**config.mk**
```make
export PLATFORM = sky130hd
export DESIGN_NAME = ldo_and_limit_config_regs
export DESIGN_NICKNAME = d
export VERILOG_FILES = /design/src/core/ldo_cfg_pkg.sv /design/src/core/cfg_byte_reg.sv /design/src/core/turn_on_timer.sv /design/src/core/ldo_and_limit_config_regs.sv
export VERILOG_INCLUDE_DIRS = /design/src /design/src/core
export SDC_FILE = /design/constraint.sdc
export NUM_CORES = 1
export LEC_CHECK = 0
export BUFFER_PORTS_ARGS = -buffer_cell sky130_fd_sc_hd__buf_2
export CORE_MARGIN = 2
export CORE_UTILIZATION = 32
export DETAILED_ROUTE_END_ITERATION = 12
export PLACE_DENSITY = 0.49
export SYNTH_ARGS = -nofsm -noshare
export SYNTH_HDL_FRONTEND = slang
export SYNTH_HIERARCHICAL = 1
export SYNTH_SLANG_ARGS = --single-unit
```
**constraint.sdc**
```tcl
create_clock -name CLK -period 9.16 [get_ports CLK]
set_input_delay 0.458 -clock CLK [delete_from_list [all_inputs] [get_ports CLK]]
set_output_delay 0.458 -clock CLK [all_outputs]
set_load 0.02 [all_outputs]
```
**src/core/ldo_cfg_defines.svh**
```systemverilog
// Register offsets, field positions, reset values and timing constants
`ifndef LDO_CFG_DEFINES_SVH
`define LDO_CFG_DEFINES_SVH

`define ADDR_LDO1_VOLTAGE_SETTING 8'h71
`define ADDR_LDO1_SEQ 8'h72
`define ADDR_LDO1_RSTDB 8'h73
`define ADDR_LDO1_DLYREF 8'h74
`define ADDR_CONV_ILIM 8'h79
`define ADDR_LIN_ILIM 8'h7a
`define ADDR_BURST 8'h7b
`define ADDR_FREQ 8'h7c

`define RST_LDO1_VOLTAGE_SETTING 8'h28
`define RST_LDO1_SEQ 8'h61
`define RST_LDO1_RSTDB 8'h80
`define RST_LDO1_DLYREF 8'h10
`define RST_CONV_ILIM 8'h6a
`define RST_LIN_ILIM 8'he8
`define RST_BURST 8'h0f
`define RST_FREQ 8'hf0

// Write masks: zero bits are read-only
`define WMASK_SEQ 8'hfb
`define WMASK_RSTDB 8'hbf
`define WMASK_ALL 8'hff

// Field positions
`define SEQ_LATCH_BIT 5
`define SEQ_SLEEP_BIT 4
`define SEQ_POK_PIN_BIT 3
`define SEQ_CONV2_REF_BIT 2
`define RSTDB_AUX_BIT 6
`define DLY_CONV1_REF_BIT 0
`define LIN_PUSH_PULL_BIT 0

// Turn-on delay: times in ns, cycles at 8 ns clock period
`define CLK_PERIOD_NS 8
`define DLY_BASE_NS 41000
`define DLY_FIRST_NS 113000
`define DLY_STEP_NS 100000
`define DLY_BASE_CYC (`DLY_BASE_NS / `CLK_PERIOD_NS)
`define DLY_FIRST_CYC (`DLY_FIRST_NS / `CLK_PERIOD_NS)
`define DLY_STEP_CYC (`DLY_STEP_NS / `CLK_PERIOD_NS)
`define DLY_CNT_W 17

`endif

```
**src/core/ldo_cfg_pkg.sv**
```systemverilog
// Types shared by the regulator configuration bank
package ldo_cfg_pkg;
  typedef logic [7:0] byte_t;
  typedef enum logic [1:0] {OFF_ST, DELAY_ST, ON_ST} ldo_state_e;
endpackage

```
**src/core/cfg_byte_reg.sv**
```systemverilog
// One byte-wide configuration register with per-bit write mask
`include "ldo_cfg_defines.svh"
module cfg_byte_reg
  import ldo_cfg_pkg::*;
#(
  parameter byte_t RESET_VAL = 8'h00,
  parameter byte_t WMASK = 8'hff
) (
  input wire logic CLK,
  input wire logic RESET,
  input wire logic we,
  input wire byte_t wdata,
  output byte_t value
);
  typedef struct packed {byte_t value;} st_s;
  st_s st;
  st_s next_st;

  always_comb begin
    next_st = st;
    if (we) begin
      // Read-only bits keep their stored value
      next_st.value = (wdata & WMASK) | (st.value & ~WMASK); // RL21
    end
  end

  always_ff @(posedge CLK) begin
    if (RESET) begin
      st.value <= RESET_VAL;
    end else begin
      st <= next_st;
    end
  end

  assign value = st.value;
endmodule

```
**src/core/turn_on_timer.sv**
```systemverilog
// Turn-on delay counter for the first linear regulator
`include "ldo_cfg_defines.svh"
module turn_on_timer
  import ldo_cfg_pkg::*;
(
  input wire logic CLK,
  input wire logic RESET,
  input wire logic trigger,
  input wire logic [2:0] code,
  output logic expired
);
  typedef struct packed {
    logic [`DLY_CNT_W-1:0] count;
    logic running;
    logic done;
  } st_s;
  st_s st;
  st_s next_st;
  logic [`DLY_CNT_W-1:0] target;

  // 000 is 41 us, 001 is 113 us, then 100 us steps
  always_comb begin
    if (code == 3'h0) begin
      target = `DLY_CNT_W'(`DLY_BASE_CYC);
    end else begin
      target = `DLY_CNT_W'(`DLY_FIRST_CYC + (32'(code) - 32'h1) *
        `DLY_STEP_CYC); // RL8
    end
  end

  always_comb begin
    next_st = st;
    if (!trigger) begin
      next_st.count = '0;
      next_st.running = 1'b0;
      next_st.done = 1'b0;
    end else if (!st.done) begin
      next_st.running = 1'b1;
      next_st.count = st.count + `DLY_CNT_W'(1);
      if (st.count + `DLY_CNT_W'(1) >= target) begin
        next_st.done = 1'b1; // RL22
      end
    end
  end

  always_ff @(posedge CLK) begin
    if (RESET) begin
      st <= '0;
    end else begin
      st <= next_st;
    end
  end

  assign expired = st.done;
endmodule

```
**src/core/ldo_and_limit_config_regs.sv**
```systemverilog
// Configuration bank for the first linear regulator and shared limits
//
// Function
// [RL1] Voltage code bits 6:0 sets target 2.0 V plus 25 mV per step.
// [RL2] Latch bit 0 turns regulator off when its sequencing input drops.
// [RL3] Sleep bit 1 turns regulator off in sleep.
// [RL4] Pin-drive bit 1 lets power-ok drive the external enable pin.
// [RL5] Read-only bit selects second converter reference 0.6 or 0.8 V.
// [RL6] Two-bit soft-start code selects ramp time; code 00 limited.
// [RL7] Read-only aux link bit pulls aux reset low on turn-off.
// [RL8] Three-bit turn-on delay: 41, 113, then 100 us steps to 713.
// [RL9] Writable bit 0 selects first converter reference 0.6 or 0.8 V.
// [RL10] Host leaves factory sequencing fields unchanged.
// [RL11] Host preserves reserved bits on writes.
// [RL12] First converter peak limit code in bits 7:6.
// [RL13] Converters two to four peak limit codes, 2 bits each.
// [RL14] Linear limit register bits 7:2 hold three limit fields.
// [RL15] Second and third linear regulator limit codes.
// [RL16] Bit 0 of linear limit register makes enable pin push-pull.
// [RL17] Burst bits 7:4 keep low-side switch off in burst.
// [RL18] Burst bits 3:0 select deep low-power burst, reset to 1.
// [RL19] Frequency bits 7:4 halve converter switching frequency.
// [RL20] Frequency bits 3:0 disable converter low-power mode.
// [RL21] Read-only fields ignore writes; reads return all bits.
// [RL22] Turn-on delay counted from clock, starting at trigger.
`include "ldo_cfg_defines.svh"
module ldo_and_limit_config_regs
  import ldo_cfg_pkg::*;
(
  input wire logic CLK,
  input wire logic RESET,
  input wire logic REG_WR,
  input wire logic REG_RD,
  input wire byte_t REG_ADDR,
  input wire byte_t REG_WDATA,
  output byte_t REG_RDATA,
  output logic REG_HIT,
  input wire logic SEQ_INPUT_ON,
  input wire logic SLEEP_MODE,
  input wire logic LDO1_POWER_OK,
  output logic LDO1_ENABLE,
  output logic [6:0] VOLTAGE_CODE,
  output logic [1:0] SOFT_START_CODE,
  output logic CONV1_HIGH_REFERENCE,
  output logic CONV2_HIGH_REFERENCE,
  output logic AUX_RESET_OUTPUT_N,
  output logic EXTERNAL_ENABLE_PIN_OUT,
  output logic EXTERNAL_ENABLE_PIN_OE_N,
  output logic [1:0] CONV1_PEAK_LIMIT,
  output logic [1:0] CONV2_PEAK_LIMIT,
  output logic [1:0] CONV3_PEAK_LIMIT,
  output logic [1:0] CONV4_PEAK_LIMIT,
  output logic [1:0] LINEAR1_CURRENT_LIMIT,
  output logic [1:0] LINEAR2_CURRENT_LIMIT,
  output logic [1:0] LINEAR3_CURRENT_LIMIT,
  output logic [3:0] CONV_BURST_ASYNC,
  output logic [3:0] CONV_DEEP_BURST,
  output logic [3:0] CONV_HALF_SWITCHING,
  output logic [3:0] CONV_LOWPOWER_OFF
);

  ////////////////////////////////////////////////////////////////////////
  // Register file

  byte_t r_vset;
  byte_t r_seq;
  byte_t r_rstdb;
  byte_t r_dly;
  byte_t r_cilim;
  byte_t r_lilim;
  byte_t r_burst;
  byte_t r_freq;

  cfg_byte_reg #(.RESET_VAL(`RST_LDO1_VOLTAGE_SETTING), .WMASK(`WMASK_ALL)) u_vset (
    .CLK(CLK), .RESET(RESET),
    .we(REG_WR && REG_ADDR == `ADDR_LDO1_VOLTAGE_SETTING),
    .wdata(REG_WDATA), .value(r_vset));
  // Reference select bit is factory-set and read-only
  cfg_byte_reg #(.RESET_VAL(`RST_LDO1_SEQ), .WMASK(`WMASK_SEQ)) u_seq (
    .CLK(CLK), .RESET(RESET),
    .we(REG_WR && REG_ADDR == `ADDR_LDO1_SEQ),
    .wdata(REG_WDATA), .value(r_seq)); // RL5
  cfg_byte_reg #(.RESET_VAL(`RST_LDO1_RSTDB), .WMASK(`WMASK_RSTDB)) u_rstdb (
    .CLK(CLK), .RESET(RESET),
    .we(REG_WR && REG_ADDR == `ADDR_LDO1_RSTDB),
    .wdata(REG_WDATA), .value(r_rstdb)); // RL7
  cfg_byte_reg #(.RESET_VAL(`RST_LDO1_DLYREF), .WMASK(`WMASK_ALL)) u_dly (
    .CLK(CLK), .RESET(RESET),
    .we(REG_WR && REG_ADDR == `ADDR_LDO1_DLYREF),
    .wdata(REG_WDATA), .value(r_dly));
  cfg_byte_reg #(.RESET_VAL(`RST_CONV_ILIM), .WMASK(`WMASK_ALL)) u_cilim (
    .CLK(CLK), .RESET(RESET),
    .we(REG_WR && REG_ADDR == `ADDR_CONV_ILIM),
    .wdata(REG_WDATA), .value(r_cilim));
  cfg_byte_reg #(.RESET_VAL(`RST_LIN_ILIM), .WMASK(`WMASK_ALL)) u_lilim (
    .CLK(CLK), .RESET(RESET),
    .we(REG_WR && REG_ADDR == `ADDR_LIN_ILIM),
    .wdata(REG_WDATA), .value(r_lilim));
  cfg_byte_reg #(.RESET_VAL(`RST_BURST), .WMASK(`WMASK_ALL)) u_burst (
    .CLK(CLK), .RESET(RESET),
    .we(REG_WR && REG_ADDR == `ADDR_BURST),
    .wdata(REG_WDATA), .value(r_burst)); // RL18
  cfg_byte_reg #(.RESET_VAL(`RST_FREQ), .WMASK(`WMASK_ALL)) u_freq (
    .CLK(CLK), .RESET(RESET),
    .we(REG_WR && REG_ADDR == `ADDR_FREQ),
    .wdata(REG_WDATA), .value(r_freq));

  ////////////////////////////////////////////////////////////////////////
  // Regulator sequencing state

  typedef struct packed {
    ldo_state_e state;
    byte_t rdata;
    logic hit;
    logic aux_n;
    logic pin_level;
    logic [`DLY_CNT_W-1:0] dwell;
  } st_s;
  st_s st;
  st_s next_st;
  logic delay_done;
  logic trigger;
  logic sleep_off;

  assign sleep_off = SLEEP_MODE && r_seq[`SEQ_SLEEP_BIT]; // RL3
  // Trigger held while input on, or latched once on, unless sleep with the sleep bit set forces it low
  assign trigger = (SEQ_INPUT_ON ||
    (r_seq[`SEQ_LATCH_BIT] && st.state == ON_ST)) && !sleep_off; // RL2

  turn_on_timer u_timer (
    .CLK(CLK),
    .RESET(RESET),
    .trigger(trigger && st.state != ON_ST),
    .code(r_dly[3:1]),
    .expired(delay_done)
  );

  always_comb begin
    next_st = st;
    next_st.hit = 1'b0;
    case (st.state)
      OFF_ST: begin
        if (trigger) begin
          next_st.state = DELAY_ST;
        end
      end
      DELAY_ST: begin
        if (!trigger) begin
          next_st.state = OFF_ST;
        end else if (delay_done) begin
          next_st.state = ON_ST; // RL22
        end
      end
      ON_ST: begin
        if (!trigger) begin
          next_st.state = OFF_ST; // RL2
        end
      end
      default: begin
        next_st.state = OFF_ST;
      end
    endcase
    // Cycles spent waiting; only the delay checks read it
    if (next_st.state == DELAY_ST) begin
      next_st.dwell = st.dwell + `DLY_CNT_W'(1);
    end else begin
      next_st.dwell = '0;
    end
    // Aux reset pulled low on turn-off when linked; released on turn-on
    if (st.state == ON_ST && next_st.state == OFF_ST &&
        r_rstdb[`RSTDB_AUX_BIT]) begin
      next_st.aux_n = 1'b0; // RL7
    end else if (next_st.state == ON_ST) begin
      next_st.aux_n = 1'b1;
    end
    next_st.pin_level = r_seq[`SEQ_POK_PIN_BIT] && LDO1_POWER_OK; // RL4
    if (REG_RD) begin
      next_st.hit = 1'b1;
      case (REG_ADDR)
        `ADDR_LDO1_VOLTAGE_SETTING: next_st.rdata = r_vset; // RL21
        `ADDR_LDO1_SEQ: next_st.rdata = r_seq;
        `ADDR_LDO1_RSTDB: next_st.rdata = r_rstdb;
        `ADDR_LDO1_DLYREF: next_st.rdata = r_dly;
        `ADDR_CONV_ILIM: next_st.rdata = r_cilim;
        `ADDR_LIN_ILIM: next_st.rdata = r_lilim;
        `ADDR_BURST: next_st.rdata = r_burst;
        `ADDR_FREQ: next_st.rdata = r_freq;
        default: begin
          // Other banks answer for their own addresses
          next_st.rdata = 8'h00;
          next_st.hit = 1'b0;
        end
      endcase
    end
  end

  always_ff @(posedge CLK) begin
    if (RESET) begin
      st.state <= OFF_ST;
      st.rdata <= 8'h00;
      st.hit <= 1'b0;
      st.aux_n <= 1'b1;
      st.pin_level <= 1'b0;
      st.dwell <= '0;
    end else begin
      st <= next_st;
    end
  end

  ////////////////////////////////////////////////////////////////////////
  // Outputs to the analog blocks

  assign REG_RDATA = st.rdata;
  assign REG_HIT = st.hit;
  assign LDO1_ENABLE = (st.state == ON_ST);
  assign VOLTAGE_CODE = r_vset[6:0]; // RL1
  // Code 00 at 2.5/3.3 V is the host's to avoid; passed through as is
  assign SOFT_START_CODE = r_seq[1:0]; // RL6
  assign CONV2_HIGH_REFERENCE = r_seq[`SEQ_CONV2_REF_BIT]; // RL5
  assign CONV1_HIGH_REFERENCE = r_dly[`DLY_CONV1_REF_BIT]; // RL9
  assign AUX_RESET_OUTPUT_N = st.aux_n;
  // Open-drain unless push-pull: only the low level is driven then
  assign EXTERNAL_ENABLE_PIN_OUT = st.pin_level;
  assign EXTERNAL_ENABLE_PIN_OE_N = !(r_lilim[`LIN_PUSH_PULL_BIT] ||
    !st.pin_level); // RL16
  assign CONV1_PEAK_LIMIT = r_cilim[7:6]; // RL12
  assign CONV2_PEAK_LIMIT = r_cilim[5:4]; // RL13
  assign CONV3_PEAK_LIMIT = r_cilim[3:2];
  assign CONV4_PEAK_LIMIT = r_cilim[1:0];
  assign LINEAR1_CURRENT_LIMIT = r_lilim[7:6]; // RL14
  assign LINEAR2_CURRENT_LIMIT = r_lilim[5:4]; // RL15
  assign LINEAR3_CURRENT_LIMIT = r_lilim[3:2];
  assign CONV_BURST_ASYNC = r_burst[7:4]; // RL17
  assign CONV_DEEP_BURST = r_burst[3:0]; // RL18
  assign CONV_HALF_SWITCHING = r_freq[7:4]; // RL19
  assign CONV_LOWPOWER_OFF = r_freq[3:0]; // RL20
endmodule

```
# == After elaboration in Yosys (flattened, before gate mapping) ==
# Cells that the tools add are included.
# Widths: inputs -> output; s select.
# classes
reduce_logical,27
add_sub_neg,3
div,0
eq_ne,12
mul,1
muxes,12
bitwise_logic,4
shift,0
n_lt_le_gt_ge,1
# ops
operator,count
$eq 8x7->1 const B,8
$pmux 8 s8,1
$mul 32x12->15 const B,1
$add 14x17->17 const A,1
$add 17x1->17 const B,1
$ge 17x17->1,1
$mux 17,1
$logic_and 1x1->1,15
$mux 2,4
$or 8x3->8,1
$or 8x7->8,1
$reduce_or 8->1,1
$pmux 2 s3,1
$mux 1,5
$eq 2x2->1 const B,2
$logic_not 2->1,2
$reduce_or 2->1,2
$sub 3x1->4 const B,1
$logic_not 1->1,3
$logic_not 3->1,1
$eq 2x1->1 const B,1
$logic_or 1x1->1,2
$ne 2x2->1 const B,1
$not 1->1,2
$reduce_bool 2->1,1
# totals
inputBits,23
ramBits,0
ff_bits,95
mem_bits_ro,0
mem_count,0
latchBits,0
output_inout_bits,54
wordCells,75

# == Logic depth before layout (Yosys ltp) ==
# depth
depth_word,10
depth_mapped,24

# == Hierarchy ==
# Netlist, hierarchy kept.
# by_module_without_submodules
mod,n_inst,area_per_inst_um2,seq_area_each_um2,cells_each
turn_on_timer,1,2457.4,360.3,299
ldo_and_limit_config_regs,1,1387.6,260.2,174
cfg_byte_reg at u_cilim ...,3,296.5,160.2,26
cfg_byte_reg at u_burst,1,297.8,160.2,26
cfg_byte_reg at u_vset,1,292.8,160.2,26
cfg_byte_reg at u_dly,1,290.3,160.2,26
cfg_byte_reg at u_seq,1,270.3,140.1,24
cfg_byte_reg at u_rstdb,1,262.8,140.1,24

# == Worst setup path after synthesis ==
# OpenSTA, ideal clock, no wires.
# synth_timing
path_type,register to register
startpoint,"register, netlist name u_dly/value[1]"
endpoint,"register u_timer.st, in the netlist u_timer/expired"
setup_slack_ps,3505
period_less_slack_ps,5655
arrival_ps,5524
required_ps,9029
stages_incl_launch_ff,25
path_cell_list,dfxtp_1 > inv_1 > ha_1 > xnor2_1 > inv_1 > ha_1 > ha_1 > ha_1 > inv_1 > fa_1 > inv_1 > ha_1 > fa_1 > a211oi_1 > nor2_1 > or3_1 > a221oi_2 > xnor2_1 > nand2_1 > ha_1 > a21o_1 > a21o_1 > a211o_1 > a211oi_1 > a211oi_1
# synth_via
elab_chain_len,7
word_cells_on_any_way,8
# synth_lines
element,line_no,source
$sub 3x1->4,turn_on_timer.sv:26,target = `DLY_CNT_W'(`DLY_FIRST_CYC + (32'(code) - 32'h1) *
$mul 32x12->15 (no source line),-,
$add 14x17->17 (no source line),-,
$mux 17 (*),turn_on_timer.sv:23,if (code == 3'h0) begin
$ge 17x17->1 (*),turn_on_timer.sv:40,if (st.count + `DLY_CNT_W'(1) >= target) begin
$mux 1 (*),turn_on_timer.sv:40,
$mux 1 (*),turn_on_timer.sv:37,end else if (!st.done) begin
to (signal assigned),turn_on_timer.sv:50,st <= next_st;
to (decl),turn_on_timer.sv:17,st_s st;
# Mark *: on every way between the ends. The rest lies on a longest branch, timed or not.
# A chain may end at the register's enable or synchronous reset.

# == Final worst setup path ==
# layout_timing
startpoint,"register, netlist name u_dly/value[1]"
endpoint,"register u_timer.st, in the netlist u_timer/expired"
# layout_via
elab_chain_len,7
word_cells_on_any_way,8
# layout_lines
element,line_no
$sub 3x1->4,turn_on_timer.sv:26
$mul 32x12->15 (no source line),-
$add 14x17->17 (no source line),-
$mux 17 (*),turn_on_timer.sv:23
$ge 17x17->1 (*),turn_on_timer.sv:40
$mux 1 (*),turn_on_timer.sv:40
$mux 1 (*),turn_on_timer.sv:37
# Marked as above.

==> results.txt <==
Status - finished clean
Post-synth ARST share - 0
Final ANT Viol Nets - 0
Unrepaired setup endpoints after global routing - no
Family with the most delay on the worst path - adder cells
Setup WS post-layout - 2960 ps
Register area - 0.00186 mm2
Main synth FF type - dfxtp_1
Final-layout fill cell count - 1977
F_max - 161 MHz
Max Fanout on Critical Path - 14
Fin Hold WS - 422 ps
Hold Crit Class - in -> reg
Worst Path Arrival - 6400 ps
Synth Net Count - 754
CP max stage cell - dfxtp_1
Area fraction of the dominant cell type after synthesis - 0.303
Ant diodes - 0
CP dominant cell by count - ha_1
Dpl ws - 2960 ps
Root Driver - clkbuf_16
Die Y - 143 um
Final setup skew - 9.17 ps
Vias/cell - 5.20
Largest net degree at the start of global routing - 71
Placed inst area - 0.00653 mm2
Vias in the first global route - 4804
CTS Hold Bufs - 0
Leak pwr - 2.62 nW
Max incr delay on CP - 670 ps
# DRC - 0
Final Hold Fails - 0
Crit path launch type - flip-flop
First-pass GRT wire length - 26.1 mm
Buffers added on ports - 75
Initial Utilization - 0.328
Power Dens Cells - 126 mW/mm2
Footprint of the multi-input gates - 0.00388 mm2
Routed WL per cell - 17.1 um
Die Span X - 143 um
Slew Viols, Final - 0
RePlAce Congestion - 0.840
Inst Count DP - 944
Syn_area_per_cell - 9.08 um2
CTS H-Tree Depth - 3
WS Path Type - reg -> reg
Worst setup EP type - flip-flop
Critical Path RT - 9360 ps
Worst-path clk slew - 70 ps
Via count - 4994
Synth area leader - dfxtp_1
Die area - 0.0203 mm2
#FFs+latches synth - 93
CTS Sinks - 93
Setup tns final - 0 ps
DRT Wirelength - 16.5 mm
Final non-filler cell total - 960
Worst-Margin Slew - 1120 ps
Layout cells sized above 1 - 0.180
Slew headroom - 0.252
Tcrit/Tclk final - 0.677
Min cycle time layout - 6200 ps
DR pass1 iterations - 4
Worst-case clock buffer depth - 2
Grt ovf - 0
Post-cts sizing count - 0
Peak supply drop - 0.0708 mV
Total track usage - 0.163
Postcts setup bufs - 0
Setup Viol. Count Final - 0
Core area - 0.0188 mm2
Final instance area - 0.00685 mm2
Unique masters post-synth - 67
Number of DRC markers in iteration 0 - 361
Layout Area Growth over Synthesis - 11.3%
Fin nets - 798
Site Rows - 50
# Max-Cap Violations - 0
I/O pins - 77
Mapped Cells - 677
Area contributors post-synth - dfxtp_1 (30%), ha_1 (10%), mux2i_1 (7.8%)
Buffers and inverters on the worst path - 4
Register area share after synthesis - 0.303
Warnings, synthesis - 6
Synth Cell Area - 0.00615 mm2
Crit path cell chain - inv_1 > ha_1 > xnor2_1 > inv_1 > ha_1 > ha_1 > ha_1 > inv_1 > fa_1 > inv_1 > ha_1 > fa_1 > a211oi_1 > nor2_1 > or3_1 > a221oi_2 > xnor2_1 > nand2_1 > ha_1 > a21o_1 > a21o_1 > a211o_1 > a211oi_1 > a211oi_1
Later-pin clock latency in the skew report - 350 ps
Number of synthesized flops with an enable pin - 0
Num CTS Buffers - 9
Post-detail-place hpwl - 12.0 mm
CTS tree - built
Antenna violations before repair - 0
area by class of cell:
class,instances,share of cell area
Multi-Input combinational cell,515,0.566
Clock inverter,6,0.0111
Tap cell,234,0.0428
Sequential cell,93,0.272
Timing Repair Buffer,81,0.0614
Inverter,21,0.0115
Clock buffer,10,0.0349
flip-flops by register name (all words and copies together) (netlist names), 2 cells and up:
name,cells
u_burst/value,8
REG_RDATA,8
u_timer/st,17
u_cilim/value,8
u_seq/value,7
st,2
u_dly/value,8
u_lilim/value,8
u_rstdb/value,7
u_vset/value,8
u_freq/value,8
logic make-up (layout without fill, tap and decap cells):
logic type | after synthesis | count (layout) | share of synthesized area
and+or+nand+nor | 248 | 248 | 0.223
other | 2 | 2 | 0.00122
adders and majority gates | 54 | 54 | 0.114
muxes | 48 | 48 | 0.0781
buffers and inverters | 69 | 118 | 0.0667
xor gates and xnor gates | 45 | 45 | 0.0641
AOI/OAI and AO/OA | 118 | 118 | 0.150
DFF | 93 | 93 | 0.303
cells in the final DEF, fill, tap and decap left out, types with 3 or more instances in the layout:
master / count
xnor2_1: 34
nor4_1: 4
ha_1: 51
a21oi_1: 15
o21ai_1: 8
a2111oi_2: 3
inv_1: 20
and2b_1: 3
a211oi_1: 12
buf_2: 75
nor2_1: 84
mux2i_1: 48
a211o_1: 22
and4b_1: 3
xor2_1: 11
nor2b_1: 13
a32o_1: 8
fa_1: 3
a21o_1: 9
nor2b_2: 15
nand3b_1: 32
nand3_1: 10
o21ai_0: 13
nor3_1: 19
dfxtp_1: 93
or3_1: 6
nand2b_1: 4
nand2_1: 35
clkbuf_16: 9
a2111oi_0: 9
buf_4: 6
nand4_1: 3
inv_6: 3
o31a_1: 3
metrics by stage:
| step | power (mW) | util |
|---|---|---|
| floorplan | 0.452 | - |
| global placement | 0.471 | 0.348 |
| detailed placement | 0.471 | 0.348 |
| CTS | 0.874 | 0.365 |
| global route | 0.897 | 0.365 |
| finish | 0.864 | 0.365 |
power breakdown:
group	leakage, nW	total (mW)	switching, mW	internal [mW]
clock	0.156	0.402	0.177	0.225
sequential	0.750	0.406	0.00113	0.405
combinational	1.72	0.0558	0.0381	0.0177
total	2.62	0.864	0.217	0.647
synth_stat cells, types with 3 or more instances:
cell type	count
buf_4	11
nor3_1	19
nand3_1	10
and2b_1	3
mux2i_1	48
a211o_1	22
a32o_1	8
and4b_1	3
inv_1	20
or3_1	6
clkbuf_1	11
fa_1	3
xnor2_1	34
a21oi_1	15
clkbuf_2	3
nand2_1	35
nand3b_1	32
buf_6	11
nor2b_2	15
a21o_1	9
o21ai_1	8
o31a_1	3
o21ai_0	13
a2111oi_0	9
nor2b_1	13
nor2_1	84
ha_1	51
nand2b_1	4
nor4_1	4
a211oi_1	12
buf_2	10
nand4_1	3
xor2_1	11
dfxtp_1	93
a2111oi_2	3
metal layers:
metal / share of wire / GRT usage / up-vias
met4: 0.010 / 0.0401 / 0
met5: 0 / 0 / -
met3: 0.038 / 0.0278 / 12
met2: 0.44 / 0.246 / 84
li1: - / - / 2484
met1: 0.51 / 0.242 / 2414
worst paths after layout:
kind                                         to            from  cells past startpoint  slack (ps)
worst max register to register  u_timer/expired  u_dly/value[1]                     24        2960
worst max-delay path            u_timer/expired  u_dly/value[1]                     24        2960
worst min register to register           st[28]          st[29]                      1         440
worst min-delay path                    REG_HIT          REG_RD                      2         420
Power figures use the tool's default switching activity.
